<file path="src/inc/tol_defs.vh">
// constants for the teleprotection optical link timing block
`ifndef TOL_DEFS_VH
`define TOL_DEFS_VH
`define TOL_CLK_HZ 20000000
`define TOL_LINE_BPS 2048000
`define TOL_FRAME_BITS 256
`define TOL_FRAME_HZ 8000
`define TOL_PAYLOAD_BPS 64000
`define TOL_RATE_MULT 1
`define TOL_SW_COUNT 6
`define TOL_SW_CH1_MODE 0
`define TOL_SW_CH2_MODE 1
`define TOL_MODE_LOOP 1'b0
`define TOL_MODE_INT 1'b1
`define TOL_BIT_DIV_HALF 5
`define TOL_SLOT_FIRST 8
`define TOL_SLOT_LAST 15
`define TOL_FAS_PATTERN 8'h1b
`define TOL_NFAS_PATTERN 8'h40
`define TOL_IDLE_OCTET 8'hff
`endif

</file>
<file path="src/verilog/tol_link_timing.v">
// two-channel teleprotection link framer with per-channel timing mode
// Function
// - one 64 kbps timeslot, multiplier one
// - 256-bit frame; 2048 kbps and 8000 Hz in loop mode, internal divider gives 2000 kbps and 7812.5 Hz
// - G.704 style alignment words per frame
// - internal mode uses local oscillator timing
// - loop mode uses recovered line timing
// - only one link end supplies timing
// - multiplexer links should use loop timing
// - six static selection inputs, per-channel mode
// - channel 1 electrical, channel 2 fiber
`timescale 1ns/1ps
`include "tol_defs.vh"
module tol_link_timing #(
    parameter FRAME_BITS = `TOL_FRAME_BITS
)(
    input wire clk_sys,
    input wire arst_n,
    input wire [5:0] sel_sw,
    input wire rx_clk_ch1,
    input wire rx_clk_ch2,
    input wire [7:0] pay_ch1,
    input wire [7:0] pay_ch2,
    output wire pay_take_ch1,
    output wire pay_take_ch2,
    output reg tx_elec_ff,
    output reg tx_fiber_ff,
    output reg [1:0] mode_ff,
    output reg [5:0] sel_ff
);
    reg [2:0] sw_s1_ff;
    reg [5:0] sw_m_ff;
    reg [5:0] sw_s2_ff;
    reg cap_done_ff;
    wire [1:0] tick;
    wire [1:0] rx_clk;
    wire [1:0] take_v;
    wire [7:0] pay [0:1];
    wire [1:0] serial;
    // per-channel views of the pins so one generate loop serves both
    assign pay[0] = pay_ch1;
    assign pay[1] = pay_ch2;
    assign rx_clk[0] = rx_clk_ch1;
    assign rx_clk[1] = rx_clk_ch2;
    // switch pins pass two flip-flops before anything reads them
    always @(posedge clk_sys or negedge arst_n)
    begin
        if (!arst_n)
        begin
            sw_m_ff <= 6'h0;
            sw_s2_ff <= 6'h0;
        end
        else
        begin
            sw_m_ff <= sel_sw;
            sw_s2_ff <= sw_m_ff;
        end
    end
    // release delay: lets the synchronised switches settle first
    always @(posedge clk_sys or negedge arst_n)
    begin
        if (!arst_n)
            sw_s1_ff <= 3'h0;
        else
            sw_s1_ff <= {sw_s1_ff[1:0], 1'b1};
    end
    // latch switches once, later changes wait for a reset
    always @(posedge clk_sys or negedge arst_n)
    begin
        if (!arst_n)
        begin
            cap_done_ff <= 1'b0;
            sel_ff <= 6'h0;
            mode_ff <= 2'h0;
        end
        else if (!cap_done_ff && sw_s1_ff[2])
        begin
            cap_done_ff <= 1'b1;
            // six inputs, one mode bit per channel
            sel_ff <= sw_s2_ff;
            // timing source set only by the switches
            mode_ff <= {sw_s2_ff[`TOL_SW_CH2_MODE], sw_s2_ff[`TOL_SW_CH1_MODE]};
        end
    end
    // per-channel framer; channel 0 electrical, channel 1 fiber
    genvar c;
    generate
        for (c = 0; c < 2; c = c + 1)
        begin : g_ch
            reg [7:0] bit_ff;
            reg frm_odd_ff;
            reg [7:0] shf_ff;
            reg tx_ff;
            wire step;
            wire last_bit;
            wire octet_end;
            tol_bit_clock #(
                .HALF(`TOL_BIT_DIV_HALF)
            ) u_clk (
                .clk_sys(clk_sys),
                .arst_n(arst_n),
                .mode_int(mode_ff[c]),
                .rx_clk_in(rx_clk[c]),
                .bit_tick_ff(tick[c])
            );
            // framing waits until the switches are latched
            assign step = tick[c] & cap_done_ff;
            assign last_bit = (bit_ff == FRAME_BITS[7:0] - 8'h1);
            assign octet_end = (bit_ff[2:0] == 3'h7);
            // one payload octet per frame in timeslot 1
            assign take_v[c] = step & (bit_ff == 8'h7);
            // 256 bits per frame, wraps each frame
            always @(posedge clk_sys or negedge arst_n)
            begin
                if (!arst_n)
                    bit_ff <= 8'h0;
                else if (step)
                    bit_ff <= bit_ff + 8'h1;
            end
            // frame parity picks which alignment word comes next
            always @(posedge clk_sys or negedge arst_n)
            begin
                if (!arst_n)
                    frm_odd_ff <= 1'b0;
                else if (step && last_bit)
                    frm_odd_ff <= ~frm_odd_ff;
            end
            // octet shifter, msb first, reloaded at each octet end
            always @(posedge clk_sys or negedge arst_n)
            begin
                if (!arst_n)
                    shf_ff <= 8'h0;
                else if (step)
                begin
                    if (octet_end)
                    begin
                        if (last_bit)
                            shf_ff <= frm_odd_ff ? `TOL_FAS_PATTERN : `TOL_NFAS_PATTERN;
                        else if (take_v[c])
                            shf_ff <= pay[c];
                        else
                            shf_ff <= `TOL_IDLE_OCTET;
                    end
                    else
                        shf_ff <= {shf_ff[6:0], 1'b1};
                end
            end
            // line bit, idles high until framing starts
            always @(posedge clk_sys or negedge arst_n)
            begin
                if (!arst_n)
                    tx_ff <= 1'b1;
                else if (step)
                    tx_ff <= shf_ff[7];
            end
            assign serial[c] = tx_ff;
        end
    endgenerate
    // payload handshake pulses, one per frame and channel
    assign pay_take_ch1 = take_v[0];
    assign pay_take_ch2 = take_v[1];
    // channel 1 to electrical, channel 2 to fiber
    always @(posedge clk_sys or negedge arst_n)
    begin
        if (!arst_n)
        begin
            tx_elec_ff <= 1'b1;
            tx_fiber_ff <= 1'b1;
        end
        else
        begin
            tx_elec_ff <= serial[0];
            tx_fiber_ff <= serial[1];
        end
    end
endmodule

</file>
<file path="src/verilog/tol_bit_clock.v">
// per-channel bit timing: local divider or recovered line edges
`timescale 1ns/1ps
`include "tol_defs.vh"
module tol_bit_clock #(
    parameter HALF = `TOL_BIT_DIV_HALF
)(
    input wire clk_sys,
    input wire arst_n,
    input wire mode_int,
    input wire rx_clk_in,
    output reg bit_tick_ff
);
    reg [2:0] sync_ff;
    reg [3:0] div_ff;
    reg phase_ff;
    // two-stage synchroniser, then edge history
    always @(posedge clk_sys or negedge arst_n)
    begin
        if (!arst_n)
        begin
            sync_ff <= 3'h0;
            div_ff <= 4'h0;
            phase_ff <= 1'b0;
            bit_tick_ff <= 1'b0;
        end
        else
        begin
            sync_ff <= {sync_ff[1:0], rx_clk_in};
            if (div_ff == HALF[3:0] - 4'h1)
            begin
                div_ff <= 4'h0;
                phase_ff <= ~phase_ff;
            end
            else
                div_ff <= div_ff + 4'h1;
            if (mode_int == `TOL_MODE_INT)
                bit_tick_ff <= (div_ff == HALF[3:0] - 4'h1) & phase_ff;
            else
                bit_tick_ff <= sync_ff[1] & ~sync_ff[2];
        end
    end
endmodule

</file>
<file path="config.mk">
export PLATFORM = sky130hd
export DESIGN_NAME = tol_link_timing
export DESIGN_NICKNAME = d
export VERILOG_FILES = /design/src/verilog/tol_link_timing.v /design/src/verilog/tol_bit_clock.v
export VERILOG_INCLUDE_DIRS = /design/src /design/src/inc
export SDC_FILE = /design/constraint.sdc
export NUM_CORES = 1
export LEC_CHECK = 0
export CAP_MARGIN = 0
export CORE_ASPECT_RATIO = 0.7
export CORE_MARGIN = 1
export CORE_UTILIZATION = 41
export DETAILED_ROUTE_END_ITERATION = 8
export DONT_BUFFER_PORTS = 1
export GPL_TIMING_DRIVEN = 0
export HOLD_SLACK_MARGIN = 0.1
export PLACE_DENSITY_LB_ADDON = 0.3
export SYNTH_ARGS = -nofsm -noshare
export SYNTH_HDL_FRONTEND = slang
export SYNTH_HIERARCHICAL = 1
export SYNTH_SLANG_ARGS = --single-unit
</file>
<file path="constraint.sdc">
create_clock -name clk_sys -period 1.8 [get_ports clk_sys]
set_input_delay 0.18 -clock clk_sys [delete_from_list [all_inputs] [get_ports clk_sys]]
set_output_delay 0.18 -clock clk_sys [all_outputs]
set_load 0.005 [all_outputs]
</file>
# Word level (Yosys, flattened, before mapping)
# Cells that the tools add are included.
word_totals:
  regBits: 80
  input_bits: 26
  out_inout_bits: 12
  elab_cells: 66
op_classes:
  add_sub_neg: 4
  n_eq_ne: 8
  muxes: 12
  bitwise_logic: 14
  n_reduce_logical: 4
op_table:
  columns: ["op", "count"]
  rows:
  - ["8-bit two-way mux", 6]
  - ["8-bit by 1-bit adder with 8-bit output (second input constant)", 2]
  - ["8-bit by 3-bit == test with 1-bit output (second input constant)", 2]
  - ["8-bit == test (second input constant)", 2]
  - ["7-bit two-way mux", 2]
  - ["4-bit by 1-bit adder with 4-bit output (second input constant)", 2]
  - ["1-bit bitwise AND", 8]
  - ["4-bit by 3-bit == test with 1-bit output (second input constant)", 2]
  - ["4-bit two-way mux", 2]
  - ["3-bit == test (second input constant)", 2]
  - ["1-bit inverter", 6]
  - ["1-bit logical AND", 3]
  - ["1-bit two-way mux", 2]
  - ["1-bit zero test", 1]

# Logic depth before layout (Yosys ltp)
logic_depth:
  depth_word: 5
  mapped_depth: 6
  ltp_nobuf: 6

# Cells and area by module
# Netlist, hierarchy kept.
by_module_without_submodules:
  columns: ["module", "instances", "cells_per_inst", "area_per_inst_um2", "seq_area_each_um2"]
  rows:
  - ["tol_link_timing", 1, 216, 2427.3, 1506.4]
  - ["tol_bit_clock", 2, 23, 326.6, 225.2]

# Worst setup path before layout
# OpenSTA, ideal clock, no wires.
synth_path:
  kind: "register to register"
  from: "reg g_ch[0].bit_ff[0]"
  to: "reg g_ch[0].shf_ff[4]"
  setup_ns: 0.082
  arrival_time_ns: 1.554
  t_required_ns: 1.718
  slack_ns: 0.164
  stages_incl_launch_ff: 7
  n_path_buf: 0
  path_cell_list: "dfrtp_1 -> ha_1 -> ha_1 -> clkinv_1 -> a41oi_1 -> o21ai_0 -> a31oi_1"
synth_between:
  elab_chain_len: 5
synth_rtl:
  columns: ["item", "line_no", "text"]
  rows:
  - ["start: declaration", "tol_link_timing.v:90", "reg [7:0] bit_ff;"]
  - ["start signal: assignment", "tol_link_timing.v:118", "bit_ff <= bit_ff + 8'h1;"]
  - ["8-bit by 3-bit == test with 1-bit output", "tol_link_timing.v:111", "assign take_v[c] = step & (bit_ff == 8'h7);"]
  - ["1-bit bitwise AND", "tol_link_timing.v:111", null]
  - ["8-bit two-way mux", "tol_link_timing.v:139", "else if (take_v[c])"]
  - ["8-bit two-way mux", "tol_link_timing.v:137", "if (last_bit)"]
  - ["8-bit two-way mux (*)", "tol_link_timing.v:135", "if (octet_end)"]
  - ["end signal: assignment", "tol_link_timing.v:138", "shf_ff <= frm_odd_ff ? `TOL_FAS_PATTERN : `TOL_NFAS_PATTERN;"]
  - ["end signal: assignment", "tol_link_timing.v:140", "shf_ff <= pay[c];"]
  - ["end signal: assignment", "tol_link_timing.v:142", "shf_ff <= `TOL_IDLE_OCTET;"]
  - ["end: declaration", "tol_link_timing.v:92", "reg [7:0] shf_ff;"]
# Every way passes the cells marked *; elsewhere a longest branch is shown, timed or not.
# A chain may end at the register's enable or synchronous reset.

# Final worst setup path
layout_path:
  from: "reg g_ch[1].bit_ff[0]"
  to: "out pay_take_ch2"
layout_between:
  elab_chain_len: 2
layout_rtl:
  columns: ["item", "line_no", "text"]
  rows:
  - ["start: declaration", "tol_link_timing.v:90", null]
  - ["start signal: assignment", "tol_link_timing.v:118", null]
  - ["8-bit by 3-bit == test with 1-bit output", "tol_link_timing.v:111", null]
  - ["1-bit bitwise AND", "tol_link_timing.v:111", null]
  - ["end: declaration", "tol_link_timing.v:25", "output wire pay_take_ch2,"]
# No other way between the ends.

==> flow_metrics.env <==
export IMPL_status="finished, violations left"
export IMPL_seq_area_frac_synth=0.635
export IMPL_gr_usage_all_layers=0.149
export IMPL_synth_seq_cells=78
export IMPL_fmax_mhz=584
export IMPL_maxCapViolCount=0
export IMPL_crit_required_ps=1620
export IMPL_cts_buffers=9
export IMPL_cp_max_fo=9
export IMPL_die_x_um=106
export IMPL_drive_gt1_frac=0.150
export IMPL_antenna_found_initial=0
export IMPL_numClockSinks=78
export IMPL_fp_dieArea_mm2=0.00787
export IMPL_drv_slew=0
export IMPL_p_clk_frac=0.300
export IMPL_hold_buffers=22
export IMPL_multi_input_area_mm2=0.00113
export IMPL_cts_tree="done"
export IMPL_stdcell_count=398
export IMPL_async_flop_share=1.00
export IMPL_critPathLaunchType="register"
export IMPL_synthToLayoutAreaGrowth_pct=20.1
export IMPL_hpwl_um=3240
export IMPL_vias_per_cell=4.91
export IMPL_fin_setup_tns_ps=0
export IMPL_pwr_share_seq=0.549
export IMPL_rr_startpoint="g_ch[0].bit_ff[0]"
export IMPL_netlist_instances=262
export IMPL_grt_pass1_wl_um=8880
export IMPL_power_internal_mw=3.05
export IMPL_core_region_area_mm2=0.00729
export IMPL_synth_edf_count=0
export IMPL_io_pins=38
export IMPL_arrival_ps=1530
export IMPL_p_sw_mw=1.21
export IMPL_regArea_mm2=0.00196
export IMPL_crit_type="register to output pin"
export IMPL_synth_area_per_cell_um2=11.8
export IMPL_clk_pin_slew_ps=80
export IMPL_setup_viol=0
export IMPL_diodes=0
export IMPL_drtAntennaViolNets=0
export IMPL_powerDensity_mw_per_mm2=1150
export IMPL_skew_ps=9.55
export IMPL_synth_flop_cell="dfrtp_1"
export IMPL_combPwrFrac=0.152
export IMPL_vias=1954
export IMPL_crit_path_end_kind="output pin"
export IMPL_post_drt_wl_per_cell_um=13.5
export IMPL_failed_checks="hold timing"
export IMPL_whs_ps=-472
export IMPL_mostFrequentLayoutCell="dfrtp_1"
export IMPL_row_count=26
export IMPL_p_leak_nw=1.57
export IMPL_clk_insertion_delay_late_ps=340
export IMPL_dr_pass1_iters=4
export IMPL_htreeDepth=3
export IMPL_dp_slack_ps=-217
export IMPL_cts_setup_buffers=0
export IMPL_syn_num_nets=296
export IMPL_start_util=0.423
export IMPL_yosysWarnings=6
export IMPL_wirelength_um=5380
export IMPL_period_needed_ps=1710
export IMPL_nets=329
export IMPL_critical_path_startpoint="g_ch[1].bit_ff[0]"
export IMPL_fp_dieH_um=74.5
export IMPL_first_global_vias=1870
export IMPL_layout_common_cells="dfrtp_1 (74), nand2_1 (31), nor2_1 (30), dlygate4sd3_1 (22), a21oi_1 (14)"
export IMPL_placed_cells=360
export IMPL_hold_path_class="input port to asynchronous set/reset pin"
export IMPL_drc=0
export IMPL_clockRootBuffer="clkbuf_8"
export IMPL_fillers=650
export IMPL_grt_start_max_net_pins=79
export IMPL_ir_worst_vdd_mv=0.689
export IMPL_portBuffers=0
export IMPL_syn_cell_area_mm2=0.00308
export IMPL_place_congestion=0.770
export IMPL_yosys_cell_types_count=38
export IMPL_sw_frac_of_total=0.284
export IMPL_first_iter_violations=81
export IMPL_ff2ff_path_depth=6
export IMPL_clk_path_buf_depth=2
export IMPL_post_route_util=0.508
export IMPL_period_share=0.952
export IMPL_grt_remaining_overflow=0
export IMPL_setup_slack_ps=86.3
export IMPL_hold_viol=78
## worst max-delay path: stages (launching register included)
cell     delay (ps)
dfrtp_1         440
ha_4            200
and4_2          310
nand3_4         140
inv_1           110
## power groups by stage
stage / Clock [mW] / Sequential [mW] / Combinational [mW]
6_report: 1.28 / 2.34 / 0.646
5_1_grt: 1.40 / 2.38 / 0.739
4_1_cts: 1.32 / 2.33 / 0.604
3_5_place_dp: 0 / 2.34 / 0.521
3_3_place_gp: 0 / 2.33 / 0.510
2_1_floorplan: 0 / 2.28 / 0.443
## metal layers
metal,vias to the layer above,share of wire,global-route usage
li1,968,-,-
met5,-,0,0
met2,49,0.43,0.219
met3,2,0.066,0.0631
met4,0,0.0039,0.0463
met1,935,0.50,0.202
## area by class of cell
class / instances / area share
Buffer: 6 / 0.0101
Clock buffer: 10 / 0.0345
Clock inverter: 6 / 0.0186
Inverter: 9 / 0.0105
Multi-Input combinational cell: 169 / 0.304
Sequential cell: 78 / 0.529
Tap cell: 98 / 0.0332
Timing Repair Buffer: 22 / 0.0595
## registers in the layout, indices dropped and copies added, names as in the netlist
| name | cells |
|---|---|
| mode_ff | 1 |
| g_ch.frm_odd_ff | 2 |
| sw_s2_ff | 6 |
| sw_s1_ff | 3 |
| g_ch.u_clk/div_ff | 8 |
| tx_fiber_ff | 1 |
| g_ch.u_clk/phase_ff | 2 |
| sw_m_ff | 6 |
| g_ch.u_clk/bit_tick_ff | 2 |
| g_ch.tx_ff | 2 |
| cap_done_ff | 1 |
| g_ch.bit_ff | 16 |
| g_ch.shf_ff | 16 |
| g_ch.u_clk/sync_ff | 6 |
| tx_elec_ff | 1 |
| sel_ff | 5 |
## cells in the mapped netlist (2+ instances only)
cell type,instances,area [µm²]
nand3_1,8,40.0
o21ai_1,2,10.0
nand4_1,2,12.5
dfrtp_1,74,1850
a21oi_1,14,70.1
nor3_1,2,10.0
nor2_1,30,113
a31oi_1,9,56.3
ha_1,8,100
clkinv_1,2,7.51
o21ai_0,10,50.1
o22ai_1,2,12.5
nand2_1,31,116
clkbuf_1,3,11.3
dfstp_2,4,105
inv_1,7,26.3
a41oi_1,2,17.5
and3_1,2,12.5
xnor2_1,13,114
buf_4,2,15.0
mux2_2,8,90.1
xor2_1,5,43.8
and4_1,4,35.0
and3b_2,2,20.0
o2bb2ai_1,2,17.5
a32o_1,2,20.0
## metrics by stage
| stage | total power, mW | area (µm²) |
|---|---|---|
| finish | 4.26 | 3700 |
| global route | 4.52 | 3700 |
| CTS | 4.25 | 3670 |
| detailed placement | 2.87 | 3200 |
| global placement | 2.84 | 3200 |
| floorplan | 2.73 | 3080 |
## final timing paths
kind	end	slack, ps
worst min-delay path	g_ch[0].bit_ff[4]	-470
worst max-delay path	pay_take_ch2	90
max in group asynchronous	g_ch[0].tx_ff	2100
min in group clk_sys	g_ch[0].shf_ff[2]	110
worst max register to register	g_ch[0].shf_ff[3]	160
worst min register to register	sw_s2_ff[0]	350
## repair_timing
item	4_1_cts	5_1_grt
resized for setup	9	7
pin swaps	0	0
hold endpoints to repair	100	78
endpoints found under the setup margin	13	12
## cells by family (layout without fill, tap and decap cells)
logic type	count (synthesis)	after routing	share of synthesized area
flip-flops	78	78	0.635
other	1	1	0.00122
XOR/XNOR	18	18	0.0512
adder cells (fa/ha/maj)	8	8	0.0325
AND/OR/NAND/NOR	88	88	0.137
AO/OA/AOI/OAI	46	46	0.0902
multiplexers	8	8	0.0292
buffers and inverters	15	53	0.0232
Power figures use the tool's default switching activity.
